### src/serial_channel_pkg.sv
// Constants, field layouts and mode decoding shared by the serial channel design.
// Assumes a single 100 MHz clock domain and a plain strobe-based register port.
package serial_channel_pkg;

  // Register offsets; transmit buffer word sits at AA alone, AB is unmapped
  localparam logic [7:0] ADDR_TX_HOLD  = 8'hAA;
  localparam logic [7:0] ADDR_CTRL2    = 8'hAD;
  localparam logic [7:0] ADDR_RX_HOLD  = 8'hAE;
  localparam logic [7:0] ADDR_MODE     = 8'hB0;
  localparam logic [7:0] ADDR_IRQ_STAT = 8'hB1;
  localparam logic [7:0] ADDR_IRQ_MASK = 8'hB2;

  // Second control register fields
  localparam int CTL_TX_ON    = 0;
  localparam int CTL_TX_VAC   = 1;
  localparam int CTL_RX_ON    = 2;
  localparam int CTL_RX_FULL  = 3;
  localparam int CTL_IRQ_SEL  = 4;
  localparam int CTL_B2B      = 5;
  localparam int CTL_INV      = 6;
  localparam int CTL_ERR_EN   = 7;
  localparam logic [7:0] CTRL2_RESET = 8'h02;
  localparam logic [7:0] CTRL2_WMASK = 8'hF5;

  // Serial mode word fields
  localparam int MODE_STPS  = 4;
  localparam int MODE_PRY   = 5;
  localparam int MODE_PRYE  = 6;
  localparam int MODE_IOPOL = 7;
  localparam logic [7:0] MODE_RESET = 8'h00;
  localparam logic [2:0] SMD_OFF  = 3'h0;
  localparam logic [2:0] SMD_SYNC = 3'h1;
  localparam logic [2:0] SMD_I2C  = 3'h2;
  localparam logic [2:0] SMD_A7   = 3'h4;
  localparam logic [2:0] SMD_A8   = 3'h5;
  localparam logic [2:0] SMD_A9   = 3'h6;

  // Receive buffer upper fields
  localparam int RXB_OVR = 12;
  localparam int RXB_FRM = 13;
  localparam int RXB_PAR = 14;
  localparam int RXB_SUM = 15;

  // Interrupt status and mask layout
  localparam int IRQ_TX  = 0;
  localparam int IRQ_RX  = 1;
  localparam int IRQ_ERR = 2;
  localparam logic [2:0] IRQ_MASK_RESET = 3'h0;

  // Default clocks per bit; the baud generator lives elsewhere
  localparam int BIT_CYCLES_DEF = 16;

  // Inversion is honoured only in these modes
  function automatic logic invert_allowed(input logic [2:0] smd);
    return (smd == SMD_SYNC) || (smd == SMD_A7) || (smd == SMD_A8);
  endfunction

  function automatic logic [3:0] frame_len(input logic [2:0] smd);
    return (smd == SMD_A7) ? 4'h7 : ((smd == SMD_A9) ? 4'h9 : 4'h8);
  endfunction

  function automatic logic [8:0] data_mask(input logic [2:0] smd);
    return (smd == SMD_A7) ? 9'h07F : ((smd == SMD_A9) ? 9'h1FF : 9'h0FF);
  endfunction

endpackage

### src/tx_frame_if.sv
// Signals between the register side and the transmit shift engine.
// Assumes both ends run on the same clock.
`timescale 1ns/100ps
interface tx_frame_if;
  logic       start;
  logic [8:0] bits;
  logic [3:0] nbits;
  logic       par_en;
  logic       par_val;
  logic       two_stop;
  logic       shift_empty;
  logic       txd;
  modport ctl (output start, bits, nbits, par_en, par_val, two_stop, input shift_empty, txd);
  modport eng (input start, bits, nbits, par_en, par_val, two_stop, output shift_empty, txd);
endinterface

### src/tx_shift_engine.sv
// Transmit shift engine: start bit, data LSB first, optional parity, one or two stops.
// Assumes start is raised only while shift_empty is high.
`timescale 1ns/100ps
module tx_shift_engine
  import serial_channel_pkg::*;
#(
  parameter int BIT_CYCLES = BIT_CYCLES_DEF
)(
  input  wire logic  sys_clk_i,
  input  wire logic  srst_i,
  tx_frame_if.eng    tx
);
  typedef enum logic [2:0] {T_IDLE, T_START, T_DATA, T_PAR, T_STOP} tx_state_e;
  typedef struct packed {
    tx_state_e  st;
    logic [15:0] cnt;
    logic [8:0]  sh;
    logic [3:0]  left;
    logic        par_en;
    logic        par_val;
    logic        stop2;
    logic        line;
  } eng_s;
  localparam eng_s ENG_RESET = '{T_IDLE, 16'h0, 9'h0, 4'h0, 1'b0, 1'b0, 1'b0, 1'b1};
  localparam logic [15:0] LAST = 16'(BIT_CYCLES - 1);
  eng_s s_r;
  eng_s s_nxt;

  // Bit sequencer; every bit lasts BIT_CYCLES clocks
  always_comb
  begin
    s_nxt = s_r;
    s_nxt.cnt = s_r.cnt + 16'h1;
    if (s_r.st == T_IDLE)
    begin
      s_nxt.cnt = 16'h0;
      s_nxt.line = 1'b1;
      if (tx.start)
      begin
        s_nxt = '{T_START, 16'h0, tx.bits, tx.nbits, tx.par_en, tx.par_val, tx.two_stop, 1'b0};
      end
    end
    else if (s_r.cnt == LAST)
    begin
      s_nxt.cnt = 16'h0;
      unique case (s_r.st)
        T_START:
        begin
          // Count is left whole here so that DATA runs once per data bit
          s_nxt.st = T_DATA;
          s_nxt.line = s_r.sh[0];
        end
        T_DATA:
        begin
          s_nxt.sh = s_r.sh >> 1;
          s_nxt.left = s_r.left - 4'h1;
          s_nxt.line = s_r.sh[1];
          if (s_r.left == 4'h0)
          begin
            s_nxt.st = s_r.par_en ? T_PAR : T_STOP;
            s_nxt.line = s_r.par_en ? s_r.par_val : 1'b1;
          end
        end
        T_PAR:
        begin
          s_nxt.st = T_STOP;
          s_nxt.line = 1'b1;
        end
        T_STOP:
        begin
          s_nxt.stop2 = 1'b0;
          if (!s_r.stop2)
          begin
            s_nxt.st = T_IDLE;
          end
        end
        default:
        begin
          s_nxt.st = T_IDLE;
        end
      endcase
    end
  end

  always_ff @(posedge sys_clk_i)
  begin
    if (srst_i)
      s_r <= ENG_RESET;
    else
      s_r <= s_nxt;
  end

  // Empty only between frames, so the completion event follows the last stop bit
  assign tx.shift_empty = (s_r.st == T_IDLE);
  assign tx.txd = s_r.line;
endmodule

### src/serial_channel_txrx_control.sv
// Serial channel top: register port, transmit buffer, receiver, error flags and interrupt.
// Assumes a synchronous strobe master on sys_clk_i and an asynchronous receive pin.
`timescale 1ns/100ps
module serial_channel_txrx_control
  import serial_channel_pkg::*;
#(
  parameter int BIT_CYCLES = BIT_CYCLES_DEF
)(
  input  wire logic        sys_clk_i,
  input  wire logic        srst_i,
  input  wire logic [7:0]  addr_i,
  input  wire logic [15:0] wdata_i,
  input  wire logic        wr_i,
  input  wire logic        rd_i,
  output logic      [15:0] rdata_o,
  input  wire logic        rxd_i,
  output logic             txd_o,
  output logic             err_sig_o,
  output logic             irq_o
);
  typedef enum logic [2:0] {R_IDLE, R_START, R_DATA, R_PAR, R_STOP} rx_state_e;
  typedef struct packed {
    logic [7:0]  ctrl;
    logic [7:0]  mode;
    logic [8:0]  tx_hold;
    logic [8:0]  tx_last;
    logic [8:0]  rx_buf;
    logic        ovr;
    logic        frm;
    logic        par;
    logic [2:0]  irq_stat;
    logic [2:0]  irq_mask;
    logic [15:0] rdata;
    logic        irq;
    logic        err_sig;
    logic        txd;
    logic        meta;
    logic        sync;
    logic        prev_empty;
    rx_state_e   rx_st;
    logic [15:0] rx_cnt;
    logic [3:0]  rx_idx;
    logic [8:0]  rx_sh;
    logic        rx_perr;
  } top_s;
  localparam top_s TOP_RESET = '{CTRL2_RESET, MODE_RESET, 9'h0, 9'h0, 9'h0, 1'b0, 1'b0, 1'b0,
                                 3'h0, IRQ_MASK_RESET, 16'h0, 1'b0, 1'b0, 1'b1, 1'b1, 1'b1,
                                 1'b1, R_IDLE, 16'h0, 4'h0, 9'h0, 1'b0};
  localparam logic [15:0] LAST = 16'(BIT_CYCLES - 1);
  localparam logic [15:0] HALF = 16'(BIT_CYCLES / 2 - 1);

  top_s s_r;
  top_s s_nxt;
  tx_frame_if tx ();

  logic [2:0] smd;
  logic       inv_eff;
  logic       async_mode;
  logic       rx_enabled;
  logic       rx_lvl;
  logic       tx_go;
  logic       frame_done;
  logic [8:0] rx_data;
  logic       rd_rxb;
  logic       wr_txb;

  ////////////////////////////////////////////////////////////////////////////////
  // Decoded modes and bus strobes
  assign smd        = s_r.mode[2:0];
  assign inv_eff    = s_r.ctrl[CTL_INV] && invert_allowed(smd);
  assign async_mode = (smd == SMD_A7) || (smd == SMD_A8) || (smd == SMD_A9);
  assign rx_enabled = s_r.ctrl[CTL_RX_ON] && (smd != SMD_OFF);
  assign rx_lvl     = s_r.sync ^ s_r.mode[MODE_IOPOL];
  assign rd_rxb     = rd_i && (addr_i == ADDR_RX_HOLD);
  assign wr_txb     = wr_i && (addr_i == ADDR_TX_HOLD);

  // Hand the held word to the shifter only when allowed and the shifter is idle
  assign tx_go = s_r.ctrl[CTL_TX_ON] && (smd != SMD_OFF) && !s_r.ctrl[CTL_TX_VAC]
                 && tx.shift_empty;

  // Frame fields for the shift engine; data bits above the frame length stay zero
  assign tx.start    = tx_go;
  assign tx.bits     = (s_r.tx_hold ^ {9{inv_eff}}) & data_mask(smd);
  assign tx.nbits    = frame_len(smd) - 4'h1;
  assign tx.par_en   = async_mode && s_r.mode[MODE_PRYE];
  assign tx.par_val  = (^tx.bits) ^ ~s_r.mode[MODE_PRY];
  assign tx.two_stop = s_r.mode[MODE_STPS];

  tx_shift_engine #(
    .BIT_CYCLES (BIT_CYCLES)
  ) u_tx (
    .sys_clk_i (sys_clk_i),
    .srst_i    (srst_i),
    .tx        (tx.eng)
  );

  // A frame is complete at the middle of its first stop bit
  assign frame_done = (s_r.rx_st == R_STOP) && (s_r.rx_cnt == LAST) && rx_enabled;
  assign rx_data    = inv_eff ? (s_r.rx_sh ^ data_mask(smd)) : s_r.rx_sh;

  ////////////////////////////////////////////////////////////////////////////////
  // Next state: bus clears first, hardware sets after so that a coinciding event wins; a buffer write still beats a hand-over
  always_comb
  begin
    s_nxt = s_r;
    s_nxt.meta = rxd_i;
    s_nxt.sync = s_r.meta;
    s_nxt.txd = tx.txd ^ s_r.mode[MODE_IOPOL];
    s_nxt.prev_empty = tx.shift_empty;
    // Read data stands for one cycle only, so it defaults to zero
    s_nxt.rdata = 16'h0;

    // Reads: data valid in the next cycle only, unmapped offsets answer zero
    if (rd_i)
    begin
      unique case (addr_i)
        ADDR_CTRL2:    s_nxt.rdata = {8'h00, s_r.ctrl};
        ADDR_MODE:     s_nxt.rdata = {8'h00, s_r.mode};
        ADDR_IRQ_STAT: s_nxt.rdata = {13'h0, s_r.irq_stat};
        ADDR_IRQ_MASK: s_nxt.rdata = {13'h0, s_r.irq_mask};
        ADDR_RX_HOLD:  s_nxt.rdata = {s_r.ovr | s_r.frm | s_r.par, s_r.par, s_r.frm, s_r.ovr,
                                      3'h0, s_r.rx_buf};
        default:       s_nxt.rdata = 16'h0;
      endcase
    end
    // Reading the status register clears it; events further down still win
    if (rd_i && (addr_i == ADDR_IRQ_STAT))
    begin
      s_nxt.irq_stat = 3'h0;
    end
    // Reading the buffer drops receive-complete and the per-frame error flags
    if (rd_rxb)
    begin
      s_nxt.ctrl[CTL_RX_FULL] = 1'b0;
      s_nxt.frm = 1'b0;
      s_nxt.par = 1'b0;
    end

    // Writes; the two flag bits of the control register are not writable
    if (wr_i)
    begin
      unique case (addr_i)
        ADDR_CTRL2:    s_nxt.ctrl = (wdata_i[7:0] & CTRL2_WMASK) | (s_r.ctrl & ~CTRL2_WMASK);
        ADDR_MODE:     s_nxt.mode = wdata_i[7:0];
        ADDR_IRQ_MASK: s_nxt.irq_mask = wdata_i[2:0];
        default:       s_nxt.mode = s_r.mode;
      endcase
    end

    // Transmit buffer: hand-over sets vacant, a write refills it
    if (tx_go)
    begin
      s_nxt.ctrl[CTL_TX_VAC] = 1'b1;
      s_nxt.tx_last = s_r.tx_hold;
    end
    // Continuous receive in synchronous mode: reading the buffer re-arms a dummy send
    if (rd_rxb && s_r.ctrl[CTL_B2B] && (smd == SMD_SYNC) && s_r.ctrl[CTL_TX_VAC])
    begin
      s_nxt.tx_hold = s_r.tx_last;
      s_nxt.ctrl[CTL_TX_VAC] = 1'b0;
    end
    if (wr_txb)
    begin
      s_nxt.tx_hold = wdata_i[8:0];
      s_nxt.ctrl[CTL_TX_VAC] = 1'b0;
    end

    // Transmit interrupt cause: buffer hand-over or end of the last stop bit
    if (s_r.ctrl[CTL_IRQ_SEL] ? (tx.shift_empty && !s_r.prev_empty) : tx_go)
    begin
      s_nxt.irq_stat[IRQ_TX] = 1'b1;
    end

    // Receiver; samples mid-bit after a half-bit start check
    s_nxt.rx_cnt = s_r.rx_cnt + 16'h1;
    unique case (s_r.rx_st)
      R_IDLE:
      begin
        s_nxt.rx_cnt = 16'h0;
        if (rx_enabled && !rx_lvl)
        begin
          s_nxt.rx_st = R_START;
        end
      end
      R_START:
      begin
        if (s_r.rx_cnt == HALF)
        begin
          s_nxt.rx_cnt = 16'h0;
          s_nxt.rx_idx = 4'h0;
          s_nxt.rx_sh = 9'h0;
          s_nxt.rx_st = rx_lvl ? R_IDLE : R_DATA;
        end
      end
      R_DATA:
      begin
        if (s_r.rx_cnt == LAST)
        begin
          s_nxt.rx_cnt = 16'h0;
          s_nxt.rx_sh[s_r.rx_idx] = rx_lvl;
          s_nxt.rx_idx = s_r.rx_idx + 4'h1;
          if (s_r.rx_idx == frame_len(smd) - 4'h1)
          begin
            s_nxt.rx_st = tx.par_en ? R_PAR : R_STOP;
            s_nxt.rx_perr = 1'b0;
          end
        end
      end
      R_PAR:
      begin
        if (s_r.rx_cnt == LAST)
        begin
          s_nxt.rx_cnt = 16'h0;
          s_nxt.rx_perr = rx_lvl != ((^s_r.rx_sh) ^ ~s_r.mode[MODE_PRY]);
          s_nxt.rx_st = R_STOP;
        end
      end
      R_STOP:
      begin
        if (s_r.rx_cnt == LAST)
        begin
          s_nxt.rx_st = R_IDLE;
        end
      end
    endcase

    // Delivery; a full buffer keeps its old word and flags the overrun instead
    if (frame_done)
    begin
      s_nxt.irq_stat[IRQ_RX] = 1'b1;
      if (s_r.ctrl[CTL_RX_FULL] && !rd_rxb)
      begin
        s_nxt.ovr = 1'b1;
        s_nxt.irq_stat[IRQ_ERR] = 1'b1;
      end
      else
      begin
        s_nxt.rx_buf = rx_data;
        s_nxt.ctrl[CTL_RX_FULL] = 1'b1;
        s_nxt.frm = async_mode && !rx_lvl;
        s_nxt.par = async_mode && s_r.rx_perr;
        if (async_mode && (!rx_lvl || s_r.rx_perr))
        begin
          s_nxt.irq_stat[IRQ_ERR] = 1'b1;
        end
      end
    end

    // Channel off or reception off: receiver idles and error flags drop
    if (!rx_enabled)
    begin
      s_nxt.rx_st = R_IDLE;
      s_nxt.ovr = 1'b0;
      s_nxt.frm = 1'b0;
      s_nxt.par = 1'b0;
    end

    // Error pin registered from current flags and obeys its enable; interrupt registered from next-state flags
    s_nxt.err_sig = s_r.ctrl[CTL_ERR_EN] && (s_r.ovr || s_r.frm || s_r.par);
    s_nxt.irq = |(s_nxt.irq_stat & s_nxt.irq_mask);
  end

  ////////////////////////////////////////////////////////////////////////////////
  // State register; reset leaves transfers disabled and the buffer vacant
  always_ff @(posedge sys_clk_i)
  begin
    if (srst_i)
      s_r <= TOP_RESET;
    else
      s_r <= s_nxt;
  end

  // Outputs straight from flip-flops
  assign rdata_o   = s_r.rdata;
  assign txd_o     = s_r.txd;
  assign err_sig_o = s_r.err_sig;
  assign irq_o     = s_r.irq;
endmodule

### config.mk
export PLATFORM = sky130hd
export DESIGN_NAME = serial_channel_txrx_control
export DESIGN_NICKNAME = d
export VERILOG_FILES = /design/src/serial_channel_pkg.sv /design/src/tx_frame_if.sv /design/src/tx_shift_engine.sv /design/src/serial_channel_txrx_control.sv
export SDC_FILE = /design/constraint.sdc
export NUM_CORES = 1
export LEC_CHECK = 0
export BUFFER_PORTS_ARGS = -buffer_cell sky130_fd_sc_hd__buf_4
export CELL_PAD_IN_SITES_DETAIL_PLACEMENT = 1
export CELL_PAD_IN_SITES_GLOBAL_PLACEMENT = 2
export CORE_MARGIN = 2
export CORE_UTILIZATION = 35
export DETAILED_ROUTE_END_ITERATION = 6
export PLACE_DENSITY_LB_ADDON = 0.1
export SETUP_SLACK_MARGIN = 0.5
export SYNTH_ARGS = -nofsm -noshare
export SYNTH_HDL_FRONTEND = slang
export SYNTH_SLANG_ARGS = --single-unit
### constraint.sdc
create_clock -name sys_clk_i -period 4.3 [get_ports sys_clk_i]
set_input_delay 0.645 -clock sys_clk_i [delete_from_list [all_inputs] [get_ports sys_clk_i]]
set_output_delay 0.645 -clock sys_clk_i [all_outputs]
set_load 0.01 [all_outputs]
---- After elaboration in Yosys (flattened, before gate mapping) ----
Cells that the tools add are included.
W data, S select, Z words.
cells by class
  multiplexer cells ....................... 58
  shift operators ......................... 0
  bitwise logic cells ..................... 15
  $lt $le $gt $ge ......................... 2
  divide/modulo/power cells ............... 0
  add/subtract/negate cells ............... 5
  reduce and logical (&&, ||, !) cells .... 64
  $mul .................................... 0
  eq/ne operators ......................... 32
operators by type and width
  operator                 number
  $mux W32                 3
  $pmux W16 S5             1
  $pmux W16 S4             1
  $eq A8 B8 Y1 const B     6
  $mux W9                  5
  $mux W36                 1
  $mux W33                 1
  $add A16 B1 Y16 const B  2
  $eq A16 B4 Y1 const B    2
  $mux W3                  10
  $pmux W13 S2             1
  $logic_and A1 B1 Y1      22
  $mux W19                 1
  $reduce_xor A9 Y1        2
  $xor A9 B9 Y9            2
  $mux W1                  17
  $eq A16 B3 Y1 const B    1
  $eq A3 B3 Y1 const B     5
  $pmux W3 S5              1
  $reduce_and A2 Y1        7
  $mux W13                 1
  $eq A3 B2 Y1 const B     4
  $mux W12                 1
  $mux W4                  3
  36 further kinds         76
storage, ports and cells
  bits in read-only memories .............. 0
  RAM bits ................................ 0
  output and inout bits ................... 19
  memories kept ........................... 0
  input bits .............................. 29
  register bits ........................... 143
  latch bits .............................. 0

---- Depth between registers and ports, before layout ----
  depth after elaboration ................. 10
  depth in mapped cells ................... 8
  gate-level depth less buffers ........... 7

---- By module ----
A second synthesis with hierarchy kept.
second synthesis, totals
  cells, all modules ...................... 800
  area, all modules ....................... 7,175.6 um^2
by module, submodules not included
  module                       times used  sequential area each (um^2)  cells each  area an instance (um^2)
  serial_channel_txrx_control  1           2,082.0                      583         5,182.5
  tx_shift_engine              1           720.7                        217         1,993.2

---- Least setup slack after synthesis ----
OpenSTA, ideal clock, no wires.
  path type ............................... input port to flip-flop
  from .................................... input port addr_i[1]
  to ...................................... register s_r[84] (netlist name)
  setup time .............................. 0.134 ns
  stages .................................. 6
  arrival time ............................ 1.890 ns
  path slack .............................. 2.276 ns
  required time ........................... 4.166 ns
  cells stage by stage .................... buf_2 > nor2b_1 > nand4_1 > o31ai_4 > buf_2 > a211oi_1
on the way
  longest elaborated chain between the ends .. 6
  elaborated cells between the ends (all ways) .. 9
ends and longest elaborated chain
  what                              RTL line                            source
  start, declared                   serial_channel_txrx_control.sv:11   input wire logic [7:0] addr_i,
  $eq A8 B8 Y1                      serial_channel_txrx_control.sv:74   assign rd_rxb = rd_i && (addr_i == ADDR_RX_HOLD);
  $logic_and A1 B1 Y1               serial_channel_txrx_control.sv:74
  $logic_and A1 B1 Y1 (3 in a row)  serial_channel_txrx_control.sv:157  if (rd_rxb && s_r.ctrl[CTL_B2B] && (smd == SMD_SYNC) && s_r.ctrl[CTL_TX_VAC])
  $reduce_bool A2 Y1 (no line)      n/a
  end signal, assigned              serial_channel_txrx_control.sv:270  s_r <= s_nxt;
  end, declared                     serial_channel_txrx_control.sv:52   top_s s_r;
Several ways; a longest one is shown, not always the timed one.
A chain may end at the register's enable or synchronous reset.

---- Final worst setup path ----
  from .................................... register u_tx.s_r[33] (netlist name)
  to ...................................... register u_tx.s_r[15] (netlist name)
on the way
  longest elaborated chain between the ends .. 4
  elaborated cells between the ends (all ways) .. 8
ends and longest elaborated chain
  what                         RTL line                                      source
  start, declared              tx_shift_engine.sv:26                         eng_s s_r;
  start signal, assigned       tx_shift_engine.sv:90                         s_r <= s_nxt;
  $logic_not A3 Y1             tx_shift_engine.sv:34, tx_shift_engine.sv:94
  $logic_and A1 B1 Y1          serial_channel_txrx_control.sv:79             && tx.shift_empty;
  $ne A2 B1 Y1 (no line)       n/a
  $reduce_and A3 Y1 (no line)  n/a
Several ways; a longest one is shown, not always the timed one.

==> summary.md <==
| Metric | Value |
|---|---|
| Status | `complete, no violations` |
| Highest clock rate | `394.4 MHz` |
| FF-to-FF path depth | `4` |
| Pre-Repair DR Iteration Count | `5` |
| FFs w/ async S/R, synth | `0%` |
| Min-Delay Path Class | `input pin to flip-flop` |
| Initial antenna violation count | `0` |
| Total wire length | `19.24 mm` |
| Hold Vio Cnt, Final | `0` |
| DR WL/cell | `between 15 and 20 um` |
| Fin crit share | `58.97%` |
| Flop2flop setup slack | `1.76 ns` |
| # DRC | `0` |
| Startpoint class of the critical path | `flip-flop` |
| Mapped Avg Cell Area | `between 8 and 9 um^2` |
| Worst Max-Slew Pin Slew | `between 0.9 and 1 ns` |
| Post-CTS sizing | `0` |
| Number of CTS-inserted buffers | `17` |
| Final core utilization | `40.06%` |
| Grt total ovfl | `0` |
| Cell variety after synth | `77` |
| Final Max Tran Viols | `0` |
| Worst Setup End Kind | `flip-flop` |
| FP Rows | `~50` |
| RSZ-0062 raised after global routing | `false` |
| Slew HR | `between 30% and 40%` |
| Share of cells above drive strength 1 | `between 10% and 20%` |
| Vias per inst | `5.339` |
| Max cap viols | `0` |
| Layout Nets | `835` |
| Core area | `about 20000 um^2` |
| WP data arrival | `2.86 ns` |
| Via count | `5750` |
| Chip width | `145.1 um` |
| Worst setup path endpoint | `u_tx.s_r[15]$_SDFFE_PP0P_` |
| Antenna Violating Nets Remaining | `0` |
| Critical Path Start | `u_tx.s_r[33]$_SDFFE_PP0P_` |
| FILL cells | `2303` |
| Worst vdd ir | `0.2367 mV` |
| Synth Instances | `802` |
| H-tree depth | `4` |
| Clock Latency Late Sink | `approximately 0.42 ns` |
| Multi-input logic area | `3732 um^2` |
| Launch point of the worst reg-to-reg path | `u_tx.s_r[33]$_SDFFE_PP0P_` |
| Tot GR Track Use | `about a fifth` |
| Leak | `roughly 2.6 nW` |
| Cell Area, Synth | `6965 um^2` |
| CTS hold repair buffers | `0` |
| Kind of critical path | `flip-flop to flip-flop` |
| Root buf cell | `clkbuf_16` |
| Die area | `21050 um^2` |
| EDFF count, synth | `0` |
| TritonCTS Sinks | `140` |
| Min Tclk post-route | `2.536 ns` |
| Max clock buf depth | `2` |
| CTS tree | `built` |
| Register area share after synthesis | `roughly 40%` |
| Synth Flop Type | `dfxtp_1` |
| Critical path peak fanout | `14` |
| Largest net degree at the start of global routing | `61` |
| Layout Skew | `0.008869 ns` |
| I/O pins | `48` |
| Number of setup violations in the final report | `0` |
| Chip height | `145.1 um` |
| Power Density | `356.3 nW/um^2` |
| Layout Area Growth over Synthesis | `12.29%` |
| Worst reg2reg endpoint | `u_tx.s_r[15]$_SDFFE_PP0P_` |
| I/O Buffers | `37` |
| Yosys reg bits | `140` |
| Gpl congestion | `0.7925` |
| DR iter-0 viols | `296` |
| Final TNS setup | `0 ns` |
| N_diodes | `0` |
| PnR Total Power | `2.787 mW` |
| Starting Density | `about 36%` |
| Post-CTS setup buffer count | `0` |
| Most frequent cells in the layout | `dfxtp_1, nand2_1, nor2_1, a21oi_1` |
| Required @ worst endpoint | `4.62 ns` |
| First-pass GRT wire length | `32.33 mm` |
| DP HPWL | `13.69 mm` |
| Commonest non-fill, non-tap cell in the layout | `dfxtp_1` |
| Synthesis warning total | `0` |
| Reg clk slew, reported paths | `approximately 0.060 ns` |
| Storage element area | `between 2000 and 3000 um^2` |
| Vias in the first global route | `6034` |
## per-stage QoR
| stage | setup slack (ns) | instance area (um^2) | hold slack (ns) | instances |
|---|---|---|---|---|
| after floorplan | 2.276 | 6973 | 0.3895 | 804 |
| after CTS | 1.692 | 7821 | 0.3944 | 1077 |
| after detailed placement | 1.572 | 7249 | 0.4093 | 1045 |
| after global routing | 1.513 | 7821 | 0.4026 | 1077 |
| final | 1.764 | 7821 | 0.4105 | 1077 |
| after global placement | 1.692 | 7249 | 0.4077 | 1045 |
## worst max-delay path, stage by stage, from the launching register on
cell and delay, ns:
dfxtp_1 0.42, nor3_4 0.45, nand3_1 0.65, or3_1 0.61
a311oi_1 0.30
## layer usage
metal	share of wire, %	routed length [um]	global-route usage (%)
met5	0	0	0
met4	1.9	365	6.176
met3	3.2	610	4.182
met2	47	9129	31.86
met1	47	9137	24.56
## cell type report
class | count | share of cell area (%)
well taps | 265 | 4.239
clock buffers | 20 | 5.839
flip-flops and latches | 140 | 35.83
clock inverters | 12 | 1.472
repair buffers | 43 | 4.127
multi-input cells | 581 | 47.72
inverters | 16 | 0.7679
## how the worst min path moves through the flow
stage | from | endpoint | slack [ns] | cells after the start
4_1_cts | rxd_i | s_nxt[34]$_SDFF_PP1_ | 0.39 | 2
3_3_place_gp | s_nxt[34]$_SDFF_PP1_ | s_r[34]$_SDFF_PP1_ | 0.41 | 1
5_1_grt | rxd_i | s_nxt[34]$_SDFF_PP1_ | 0.40 | 2
2_1_floorplan | s_nxt[34]$_SDFF_PP1_ | s_r[34]$_SDFF_PP1_ | 0.39 | 1
3_5_place_dp | s_nxt[34]$_SDFF_PP1_ | s_r[34]$_SDFF_PP1_ | 0.41 | 1
6_report | rxd_i | s_nxt[34]$_SDFF_PP1_ | 0.41 | 2
## Yosys cell counts, drive strengths merged (16+ instances only)
master    n  share of area [%]
nand3    38                2.7
inv      16               0.86
xnor2    43                5.4
xor2     21                2.6
nand2    89                4.8
nor2     72                3.9
o21ai    16                1.1
buf      48                4.4
clkbuf   19                1.0
nor3     18                1.5
nand4    17                1.6
a21oi    58                4.3
mux2i    23                3.3
dfxtp   140                 40
## cells by family after synthesis
family / share of synthesized area, %
simple gates: 24.93
compound gates: 15.39
flops: 40.24
buf+inv: 6.287
xor+xnor: 8.371
mux: 3.467
fa+ha+maj: 1.257
other cells: 0.05384
## state kept, by name, indices dropped and copies added (netlist names)
register / cells
txd_o: 1
rdata_o: 13
u_tx.tx.txd: 1
irq_o: 1
u_tx.s_r: 35
s_r: 87
s_nxt: 1
err_sig_o: 1
## report_power, final
group | switching (mW) | total, mW | internal [mW]
clock | 0.596 | 1.43 | 0.830
sequential | 0.00136 | 1.30 | 1.30
combinational | 0.0403 | 0.0615 | 0.0212
Note: power is estimated with default switching activity, not from simulation.
